## config.mk

```make
export PLATFORM = sky130hd
export DESIGN_NAME = scrs_regs
export DESIGN_NICKNAME = d
export VERILOG_FILES = /design/src/scrs_pkg.sv /design/src/scrs_regs.sv /design/src/scrs_sync.sv
export VERILOG_INCLUDE_DIRS = /design/src
export SDC_FILE = /design/constraint.sdc
export NUM_CORES = 1
export LEC_CHECK = 0
export BUFFER_PORTS_ARGS = -buffer_cell sky130_fd_sc_hd__buf_2
export CAP_MARGIN = 10
export CORE_MARGIN = 1
export CORE_UTILIZATION = 34
export DETAILED_ROUTE_END_ITERATION = 6
export GPL_ROUTABILITY_DRIVEN = 1
export RECOVER_POWER = 50
export SYNTH_ARGS = -nofsm -noshare
export SYNTH_HDL_FRONTEND = slang
export SYNTH_SLANG_ARGS = --single-unit
export TNS_END_PERCENT = 10
```

## constraint.sdc

```tcl
create_clock -name core_clk -period 6.3 [get_ports core_clk]
set_clock_uncertainty 0.2 [all_clocks]
set_input_delay 1.26 -clock core_clk [delete_from_list [all_inputs] [get_ports core_clk]]
set_output_delay 1.26 -clock core_clk [all_outputs]
set_load 0.02 [all_outputs]
```

## src/scrs_cfg.svh

```systemverilog
`ifndef SCRS_CFG_SVH
`define SCRS_CFG_SVH

// register addresses, 13-bit instruction address field
`define SCRS_ADDR_W        13
`define SCRS_ADDR_PORT     13'h000
`define SCRS_ADDR_ID       13'h001
`define SCRS_ADDR_GRADE    13'h002
`define SCRS_ADDR_IDX2     13'h004
`define SCRS_ADDR_IDX1     13'h005
`define SCRS_ADDR_UPDATE   13'h0FF
`define SCRS_ADDR_FIRST    13'h008
`define SCRS_ADDR_LAST     13'h02D
`define SCRS_ADDR_CLOCK    13'h009

// reset values
`define SCRS_PORT_RST      8'h18
`define SCRS_IDX_RST       8'h0F
`define SCRS_CLOCK_RST     8'h01
`define SCRS_PROG_RST      8'h00
`define SCRS_UPDATE_RST    8'h00

// field positions
`define SCRS_LSB_HI        6
`define SCRS_LSB_LO        1
`define SCRS_SRST_HI       5
`define SCRS_SRST_LO       2
`define SCRS_COMMIT_POS    0
`define SCRS_GRADE_POS     4

// frame counts
`define SCRS_INSTR_BITS    16
`define SCRS_BYTE_BITS     8
`define SCRS_STREAM        2'h3

`endif

```

## src/scrs_pkg.sv

```systemverilog
package scrs_pkg;
  // serial frame phase
  typedef enum logic [1:0] {
    ST_INSTR = 2'b00,
    ST_DATA  = 2'b01,
    ST_DONE  = 2'b10
  } scrs_state_t;
endpackage

```

## src/scrs_regs.sv

```systemverilog
`include "scrs_cfg.svh"

//Contract
// - buffered registers reach active copy on commit
// - decode configuration, index/transfer, program groups
// - every reset loads documented defaults, bit7 MSB
// - bit order select mirrored at bits 6,1
// - soft reset at bits 5,2; 0x18 reset
// - fixed part identifier at 0x01, read-only
// - speed grade code in bits 6:4 at 0x02
module scrs_regs
  import scrs_pkg::*;
#(
  parameter logic [7:0] PART_ID    = 8'hA5,  // arbitrary neutral value
  parameter logic [2:0] SPEED_CODE = 3'h0,
  parameter int         PROG_REGS  = 38
) (
  input  wire logic                   core_clk,
  input  wire logic                   rstn,
  input  wire logic                   sclk,
  input  wire logic                   csb_n,
  input  wire logic                   sdio_in,
  output logic                        sdio_out,
  output logic                        sdio_oe,
  output logic                        lsb_first,
  output logic [7:0]                  dev_index_hi,
  output logic [7:0]                  dev_index_lo,
  output logic [PROG_REGS*8-1:0]      prog_active
);
  localparam int AW = `SCRS_ADDR_W;
  localparam logic [7:0] PORT_RST = `SCRS_PORT_RST;
  localparam logic [AW-1:0] FIRST = `SCRS_ADDR_FIRST;

  if (PROG_REGS < 1 || PROG_REGS > int'(`SCRS_ADDR_LAST - `SCRS_ADDR_FIRST) + 1) begin : g_chk
    $error("PROG_REGS exceeds program register range");
  end

  logic [2:0] s_lvl, s_rise, s_fall;
  logic       sclk_rise, sclk_fall, csb_s, din_s;

  // pins cross into core_clk before anything reads them
  scrs_sync #(.W(3), .RST_VAL(16'h0002)) u_sync (
    .core_clk (core_clk),
    .rstn     (rstn),
    .pin_in   ({sdio_in, csb_n, sclk}),
    .pin_sync (s_lvl),
    .pin_rise (s_rise),
    .pin_fall (s_fall)
  );
  assign sclk_rise = s_rise[0];
  assign sclk_fall = s_fall[0];
  assign csb_s     = s_lvl[1];
  assign din_s     = s_lvl[2];

  // register state
  logic                   lsb_ff, srst_ff, commit_ff;
  logic [7:0]             idx2_ff, idx1_ff;
  logic [PROG_REGS*8-1:0] master_ff, active_ff;
  logic                   nxt_lsb, nxt_srst, nxt_commit;
  logic [7:0]             nxt_idx2, nxt_idx1;
  logic [PROG_REGS*8-1:0] nxt_master, nxt_active;

  // serial frame state
  scrs_state_t st_ff, nxt_st;
  logic [3:0]    cnt_ff, nxt_cnt;
  logic [15:0]   sh_ff, nxt_sh;
  logic [AW-1:0] addr_ff, nxt_addr;
  logic          rd_ff, nxt_rd, load_ff, nxt_load, oe_ff, nxt_oe, out_ff, nxt_out;
  logic [1:0]    wlen_ff, nxt_wlen, nbyte_ff, nxt_nbyte;
  logic [7:0]    tx_ff, nxt_tx;
  logic          wr_go;
  logic [7:0]    wr_byte;

  // power-up image of the program registers, bit 7 is MSB
  function automatic logic [PROG_REGS*8-1:0] prog_defaults();
    logic [PROG_REGS*8-1:0] v;
    v = '0;
    for (int i = 0; i < PROG_REGS; i++) begin
      if (FIRST + AW'(i) == `SCRS_ADDR_CLOCK) v[i*8 +: 8] = `SCRS_CLOCK_RST;
      else v[i*8 +: 8] = `SCRS_PROG_RST;
    end
    return v;
  endfunction
  // reset image held as a constant so the async reset branch loads constants only
  localparam logic [PROG_REGS*8-1:0] PROG_DFLT = prog_defaults();

  function automatic logic in_prog(input logic [AW-1:0] a);
    return (a >= FIRST) && (a < FIRST + AW'(PROG_REGS));
  endfunction

  // readback; undefined addresses answer zero
  function automatic logic [7:0] rd_byte(input logic [AW-1:0] a);
    logic [7:0] r;
    r = 8'h00;
    case (a)
      `SCRS_ADDR_PORT:   r = {1'b0, lsb_ff, srst_ff, 2'b11, srst_ff, lsb_ff, 1'b0};
      `SCRS_ADDR_ID:     r = PART_ID;
      `SCRS_ADDR_GRADE:  r = {1'b0, SPEED_CODE, 4'h0};
      `SCRS_ADDR_IDX2:   r = idx2_ff;
      `SCRS_ADDR_IDX1:   r = idx1_ff;
      `SCRS_ADDR_UPDATE: r = {7'h00, commit_ff};
      default: begin
        if (in_prog(a)) r = master_ff[int'(a - FIRST)*8 +: 8];
      end
    endcase
    return r;
  endfunction

  // frame decode: 16-bit instruction, then bytes, data out on falling edges
  always_comb begin
    nxt_st    = st_ff;
    nxt_cnt   = cnt_ff;
    nxt_sh    = sh_ff;
    nxt_addr  = addr_ff;
    nxt_rd    = rd_ff;
    nxt_wlen  = wlen_ff;
    nxt_nbyte = nbyte_ff;
    nxt_load  = load_ff;
    nxt_oe    = oe_ff;
    nxt_tx    = tx_ff;
    wr_go     = 1'b0;
    wr_byte   = 8'h00;
    if (csb_s) begin
      // deselect mid-byte simply restarts the frame
      nxt_st   = ST_INSTR;
      nxt_cnt  = 4'h0;
      nxt_load = 1'b0;
      nxt_oe   = 1'b0;
    end else begin
      if (sclk_rise && st_ff != ST_DONE) begin
        if (!lsb_ff) nxt_sh = {sh_ff[14:0], din_s};
        else if (st_ff == ST_INSTR) nxt_sh = {din_s, sh_ff[15:1]};
        else nxt_sh = {sh_ff[15:8], din_s, sh_ff[7:1]};
        nxt_cnt = cnt_ff + 4'h1;
        if (st_ff == ST_INSTR && cnt_ff == 4'(`SCRS_INSTR_BITS - 1)) begin
          nxt_st    = ST_DATA;
          nxt_cnt   = 4'h0;
          nxt_rd    = nxt_sh[15];
          nxt_wlen  = nxt_sh[14:13];
          nxt_addr  = nxt_sh[AW-1:0];
          nxt_nbyte = 2'h0;
          nxt_load  = nxt_sh[15];
        end else if (st_ff == ST_DATA && cnt_ff == 4'(`SCRS_BYTE_BITS - 1)) begin
          nxt_cnt   = 4'h0;
          wr_go     = !rd_ff;
          wr_byte   = nxt_sh[7:0];
          nxt_addr  = lsb_ff ? addr_ff + AW'(1) : addr_ff - AW'(1);
          nxt_nbyte = nbyte_ff + 2'h1;
          nxt_load  = rd_ff;
          if (wlen_ff != `SCRS_STREAM && nbyte_ff == wlen_ff) nxt_st = ST_DONE;
        end
      end
      if (sclk_fall && load_ff) begin
        nxt_tx   = rd_byte(addr_ff);
        nxt_load = 1'b0;
        nxt_oe   = 1'b1;
      end else if (sclk_fall && oe_ff) begin
        nxt_tx = lsb_ff ? {1'b0, tx_ff[7:1]} : {tx_ff[6:0], 1'b0};
      end
    end
    nxt_out = lsb_ff ? nxt_tx[0] : nxt_tx[7];
  end

  always_ff @(posedge core_clk or negedge rstn) begin
    if (!rstn) begin
      st_ff    <= ST_INSTR;
      cnt_ff   <= 4'h0;
      sh_ff    <= 16'h0000;
      addr_ff  <= '0;
      rd_ff    <= 1'b0;
      wlen_ff  <= 2'h0;
      nbyte_ff <= 2'h0;
      load_ff  <= 1'b0;
      oe_ff    <= 1'b0;
      tx_ff    <= 8'h00;
      out_ff   <= 1'b0;
    end else begin
      st_ff    <= nxt_st;
      cnt_ff   <= nxt_cnt;
      sh_ff    <= nxt_sh;
      addr_ff  <= nxt_addr;
      rd_ff    <= nxt_rd;
      wlen_ff  <= nxt_wlen;
      nbyte_ff <= nxt_nbyte;
      load_ff  <= nxt_load;
      oe_ff    <= nxt_oe;
      tx_ff    <= nxt_tx;
      out_ff   <= nxt_out;
    end
  end

  // register writes; soft reset takes a whole cycle so nothing races it
  always_comb begin
    nxt_lsb    = lsb_ff;
    nxt_srst   = 1'b0;
    nxt_commit = 1'b0;
    nxt_idx2   = idx2_ff;
    nxt_idx1   = idx1_ff;
    nxt_master = master_ff;
    nxt_active = active_ff;
    if (srst_ff) begin
      nxt_lsb    = PORT_RST[`SCRS_LSB_HI];
      nxt_idx2   = `SCRS_IDX_RST;
      nxt_idx1   = `SCRS_IDX_RST;
      nxt_master = prog_defaults();
      nxt_active = prog_defaults();
    end else begin
      if (commit_ff) nxt_active = master_ff;
      if (wr_go) begin
        case (addr_ff)
          `SCRS_ADDR_PORT: begin
            // either mirror position works whatever the shift order
            nxt_lsb  = wr_byte[`SCRS_LSB_HI] | wr_byte[`SCRS_LSB_LO];
            nxt_srst = wr_byte[`SCRS_SRST_HI] | wr_byte[`SCRS_SRST_LO];
          end
          `SCRS_ADDR_IDX2:   nxt_idx2 = wr_byte;
          `SCRS_ADDR_IDX1:   nxt_idx1 = wr_byte;
          `SCRS_ADDR_UPDATE: nxt_commit = wr_byte[`SCRS_COMMIT_POS];
          default: begin
            // id and grade fall here and are ignored
            if (in_prog(addr_ff)) nxt_master[int'(addr_ff - FIRST)*8 +: 8] = wr_byte;
          end
        endcase
      end
    end
  end

  always_ff @(posedge core_clk or negedge rstn) begin
    if (!rstn) begin
      lsb_ff    <= PORT_RST[`SCRS_LSB_HI];
      srst_ff   <= PORT_RST[`SCRS_SRST_HI];
      commit_ff <= 1'b0;
      idx2_ff   <= `SCRS_IDX_RST;
      idx1_ff   <= `SCRS_IDX_RST;
      master_ff <= PROG_DFLT;
      active_ff <= PROG_DFLT;
    end else begin
      lsb_ff    <= nxt_lsb;
      srst_ff   <= nxt_srst;
      commit_ff <= nxt_commit;
      idx2_ff   <= nxt_idx2;
      idx1_ff   <= nxt_idx1;
      master_ff <= nxt_master;
      active_ff <= nxt_active;
    end
  end

  assign sdio_out     = out_ff;
  assign sdio_oe      = oe_ff;
  assign lsb_first    = lsb_ff;
  assign dev_index_hi = idx2_ff;
  assign dev_index_lo = idx1_ff;
  assign prog_active  = active_ff;
endmodule // scrs_regs

```

## src/scrs_sync.sv

```systemverilog
module scrs_sync #(
  parameter int          W       = 1,
  parameter logic [15:0] RST_VAL = 16'h0000
) (
  input  wire logic         core_clk,
  input  wire logic         rstn,
  input  wire logic [W-1:0] pin_in,
  output logic      [W-1:0] pin_sync,
  output logic      [W-1:0] pin_rise,
  output logic      [W-1:0] pin_fall
);
  logic [W-1:0] s1_ff, s2_ff, s3_ff;
  logic [W-1:0] nxt_s1, nxt_s2, nxt_s3;

  if (W < 1 || W > 16) begin : g_chk
    $error("scrs_sync width must be 1 to 16");
  end

  // stage one feeds stage two only; edges come from two and three
  always_comb begin
    nxt_s1 = pin_in;
    nxt_s2 = s1_ff;
    nxt_s3 = s2_ff;
  end

  always_ff @(posedge core_clk or negedge rstn) begin
    if (!rstn) begin
      s1_ff <= RST_VAL[W-1:0];
      s2_ff <= RST_VAL[W-1:0];
      s3_ff <= RST_VAL[W-1:0];
    end else begin
      s1_ff <= nxt_s1;
      s2_ff <= nxt_s2;
      s3_ff <= nxt_s3;
    end
  end

  // edge pulses, one core cycle each
  assign pin_sync = s2_ff;
  assign pin_rise = s2_ff & ~s3_ff;
  assign pin_fall = ~s2_ff & s3_ff;
endmodule // scrs_sync

```

-- After elaboration in Yosys (flattened, before gate mapping)
Cells that the tools add are included.
- $add $sub $neg: 6
- $lt $le $gt $ge: 2
- eq/ne operators: 12
- shift operators: 3
- multiplexer cells: 60
- bitwise logic cells: 7
- reductions and logical operators: 35
- operators by type and width (operator ; count):
    $mux W304 ; 6
    $bwmux W304 ; 1
    $shift A8 B33 Y304 const A ; 1
    $shiftx A304 B17 Y8 ; 1
    $shiftx A8 B33 Y304 ; 1
    $mux W8 ; 15
    $pmux W8 S6 ; 1
    $mux W13 ; 3
    $neg A17 Y33 ; 1
    $mux W16 ; 2
    $eq A13 B3 Y1 const B ; 2
    $mux W1 ; 21
    $reduce_bool A2 Y1 ; 10
    $mux W4 ; 4
    $mux W2 ; 7
    $sub A13 B4 Y14 const B ; 1
    $add A13 B1 Y13 const B ; 1
    $eq A13 B1 Y1 const B ; 1
    $eq A13 B2 Y1 const B ; 1
    $eq A13 B8 Y1 const B ; 1
    $ge A13 B4 Y1 const B ; 1
    $logic_not A13 Y1 ; 1
    $lt A13 B6 Y1 const B ; 1
    $sub A13 B1 Y13 const B ; 1
    other kinds (19) ; 40
- bits in registers: 685
- input bits: 5
- output and inout bits: 323
- word-level logic and storage cells: 147

-- Longest topological paths before layout
- word-level depth: 13
- depth in mapped cells: 19
- gate-level depth less buffers: 15

-- Cells and area by module
Synthesis repeated with hierarchy kept, for this count alone.
- cell total of the unflattened synthesis: 3017
- area, all modules: 32849.0 um^2
- by module, submodules not included (module ; times used ; cells an instance ; area an instance (um^2) ; seq. area each (um^2)):
    scrs_regs ; 1 ; 3002 ; 32567.5 ; 16978.8
    scrs_sync ; 1 ; 15 ; 281.5 ; 229.0

-- Least setup slack after synthesis
No wires, ideal clock.
- kind: reg2reg
- start: reg addr_ff[3]
- end: reg master_ff[153]
- setup time: 0.096 ns
- data arrival time: 4.546 ns
- required time: 6.004 ns
- setup slack: 1.458 ns
- cell stages (with the launch flop): 18
- path buffers: 4
- period minus slack after synthesis: 4.842 ns
- cells stage by stage: dfrtp_1 clkbuf_1 clkinv_1 ha_1 xnor2_1 nand4_1 or3_1 clkbuf_1 or3_1 ha_1 a311oi_1 nand2_1 nor4_4 o21a_1 o21ai_1 buf_2 buf_2 o31ai_1
- cells in the longest elaborated chain, start to end: 8
- elaborated cells on any way between the ends: 20
- classes of those cells: add/sub (2); order compare (2); eq/ne (4); shift (2); mux (5); reduce/logical (5)
- ends and longest elaborated chain (what ; line ; RTL):
    from (decl) ; scrs_regs.sv:67 ; logic [AW-1:0] addr_ff, nxt_addr;
    from (signal assigned) ; scrs_regs.sv:181 ; addr_ff <= nxt_addr;
    $sub A13 B4 Y14 ; scrs_regs.sv:221 ; if (in_prog(addr_ff)) nxt_master[int'(addr_ff - FIRST)*8 +: 8] = wr_byte;
    $neg A17 Y33 ; scrs_regs.sv:221 ;
    $shiftx A8 B33 Y304 / $shift A8 B33 Y304 (equally long branches) ; scrs_regs.sv:221 ;
    $bwmux W304 ; scrs_regs.sv:221 ;
    $mux W304 ; scrs_regs.sv:221 ;
    $mux W304 ; scrs_regs.sv:210 ; case (addr_ff)
    $mux W304 ; scrs_regs.sv:209 ; if (wr_go) begin
    $mux W304 ; scrs_regs.sv:201 ; if (srst_ff) begin
    to (signal assigned) ; scrs_regs.sv:243 ; master_ff <= nxt_master;
    to (decl) ; scrs_regs.sv:58 ; logic [PROG_REGS*8-1:0] master_ff, active_ff;
Several ways; a longest one is shown, not always the timed one. The select of a mux whose other input is x is not followed.
A chain may end at the register's enable or synchronous reset.

-- Worst setup path after layout
- start: reg addr_ff[3]
- end: reg master_ff[104]
Same word-level chain as after synthesis.

==> flow_summary.toml <==
[run_status]
outcome = "finished, violations left"
violations = "capacitance limit, slew limit"

[setup_path]
end_kind = "flip-flop"
startpoint_type = "flip-flop"
reg2regPathDepth = 13
r2r-start = "addr_ff[3]"
cp.required_ns = 6.59
r2r_end = "master_ff[104]"
critPathKind = "flip-flop to flip-flop"
path_common_cell = "ha_1"
cp.arrival_ns = 6.05
path_max_fanout = 16
cp_slowest_stage_delay_ns = 0.83
ff2ff_setup_slack_ns = 0.55
worst_path_max_delay_cell = "nor4b_1"
path_cells = "clkinv_1 > ha_1 > nor4b_1 > nand2b_1 > o31a_1 > or3_1 > ha_1 > a311oi_1 > o211ai_1 > nor4_4 > nand2_1 > nand3b_1 > o21ai_0"

[drt]
drc = 0
firstDrtPassIters = 5
wl_per_cell_um = 24.43
drt_iter0_drc = 2323
drtAntennaViolNets = 0
routed_wirelength_mm = 108.7
vias_per_cell = 5.474
vias = 24350

[placement]
dpl.hpwl_mm = 75.88
dpl_cell_area_um2 = 34820
port_buffers = 327
gp_congestion = 0.9387

[pwr]
intPower_mw = 7.164
pwr-share-seq = 0.485
pwr-share-clk = 0.493
ir_worst_vdd_mv = 0.1950
power_frac_comb = 0.021
power-per-cell-area_nw_per_um2 = 248.1
power_switching_mw = 2.080
switching_share = 0.2250
p_leak_nw = 17.36

[finish]
area_growth_pct = 16.35
antenna_cells = 0
final_util = 0.3992
drive_gt1_frac = 0.1959
nNetsFinal = 3149
stdcell_area_um2 = 37260

[clock_tree]
cts.clk_slew.worst_paths_ns = 0.07
root_buffer = "clkbuf_16"
cts_tree = "built"
post_cts_buffers = 0
ctsHoldBuffers = 0
cts_resized = 0
cts_buffers = 77
h-tree-depth = 3
clock_latency_ns = 0.65
clock_sinks = 685
cts.path.max_buffers = 3

[timing]
slew_headroom = -2.037
fmax_mhz = 173.8
rsz0062_at_grt = "false"
tightest_slew_ns = 4.556
slew_viol_final = 846
period_share = 0.9133
finalHoldViolCount = 0
finalSetupViolations = 0
layout_min_cycle_time_ns = 5.754
fin_tns_setup_ns = 0

[synth]
netlist_instances = 2907
synth_common_cells = "dfrtp_1, nor2_1, mux2i_1"
synth_flop_cell = "dfrtp_1"
ys_async_sr_fraction = 1.000
syn_nets = 2921
synth-edff-count = 0
syn_area_per_cell_um2 = 11.02
synth_most_common_cell = "dfrtp_1"
synthTopCellsByArea = "dfrtp_1, mux2i_1, mux4_2"
ys_ff_latch = 685
synth_cell_types = 78
netlist.area_leader.share = 0.5259
yosysSeqAreaShare = 0.5358
syn-cell-area_um2 = 32020
yosys_warnings = 0
yosys.area.top_type = "dfrtp_1"

[global_route]
antenna_found_initial = 0
gr-usage-all-layers = 0.2252
grt_pass1_vias = 23220
grt_overflow_total = 0
grt_pass1_wl_mm = 160.7
grt_max_degree = 259

[flow_run]
maxCapViolCount = 9

[worst_hold_path]
hold_path_end = "u_sync.pin_sync[2]"
hold-path-cell-count = 0
hold_class = "flip-flop to flip-flop"
hold_path.startpoint = "u_sync.nxt_s2[2]"

[floorplanning]
core_um2 = 93330
row_count = 112
die_height_um = 308.9
die-width_um = 308.9
dieArea_um2 = 95420
io_pins = 328
start_util = 0.3431
-- state kept, by name, summed over array words and instances (netlist names), 3 cells and up --
| register | cells |
|---|---|
| dev_index_lo | 8 |
| prog_active | 304 |
| u_sync.nxt_s2 | 3 |
| dev_index_hi | 8 |
| master_ff | 304 |
| u_sync.pin_sync | 3 |
| addr_ff | 13 |
| tx_ff | 8 |
| cnt_ff | 4 |
| sh_ff | 16 |
-- worst max path at each step --
stage	from	to	slack, ns	cells after the start
2_1_floorplan	addr_ff[3]	master_ff[153]	1.46	17
4_1_cts	addr_ff[3]	master_ff[104]	0.78	13
6_report	addr_ff[3]	master_ff[104]	0.55	13
3_3_place_gp	addr_ff[3]	master_ff[106]	0.90	13
5_1_grt	addr_ff[3]	master_ff[56]	0.42	13
3_5_place_dp	addr_ff[3]	master_ff[104]	0.83	13
-- cells by family (layout without fill, tap and decap cells) --
family | after synthesis | in the layout | synth area share
XOR/XNOR | 19 | 19 | 0.005197
buffers and inverters | 233 | 521 | 0.02821
AO/OA/AOI/OAI | 461 | 461 | 0.09131
multiplexers | 492 | 492 | 0.1871
flip-flops | 685 | 685 | 0.5358
adder cells (fa/ha/maj) | 9 | 9 | 0.003517
AND/OR/NAND/NOR | 1008 | 1008 | 0.1489
-- per-stage QoR --
step	hold WS [ns]	worst slack [ns]	std cells	power (mW)
finish	0.1560	0.5461	4449	9.244
global route	0.1638	0.4170	4449	9.526
CTS	0.1625	0.7795	4449	9.330
detailed placement	0.1418	0.8309	4310	4.773
global placement	0.1402	0.8991	4310	4.768
floorplan	0.1312	1.458	2907	4.640
-- metal layers --
metal / up-vias / global-route usage / wire [um]
met5: - / 0 / 0
met1: 12370 / 0.3114 / 46450
met2: 973 / 0.3565 / 51280
met3: 183 / 0.04042 / 7359
li1: 10830 / - / -
met4: 0 / 0.07506 / 3618
-- critical path: cells and delay by family (launching register included) --
kind | cells | cell delay [ns]
AND/OR/NAND/NOR | 6 | 2.98
AO/OA/AOI/OAI | 4 | 1.00
adder cells (fa/ha/maj) | 2 | 0.71
flip-flops | 1 | 0.57
buffers and inverters | 1 | 0.13
-- cells in the final DEF (no fill, tap or decap), types with 29 or more instances in the layout --
cell type and instances:
dfrtp_1 669, nor2_1 472, mux2i_1 387, buf_2 326
nand2_1 215, o21ai_0 170, nand3b_1 133, o31ai_1 108
mux4_2 83, clkbuf_16 80, a21oi_1 74, nand3_1 42
nor3_1 33, clkbuf_1 29, buf_4 29
-- power by group through the flow --
stage	Sequential [mW]	Clock [mW]	Combinational [mW]
after floorplan	4.55	0	0.0887
after global placement	4.56	0	0.204
after detailed placement	4.57	0	0.207
after CTS	4.49	4.64	0.207
after global routing	4.49	4.80	0.230
final	4.49	4.56	0.195
-- layout make-up --
class,count,area (um^2)
tap,1254,1569
clock buffer,114,2270
clock inverter,25,260.3
inverter,12,45.04
sequential,685,17170
timing repair buffer,370,1958
fill,9113,56070
multi-input combinational,1989,13990
No activity file was read; power rests on OpenSTA's default activity.
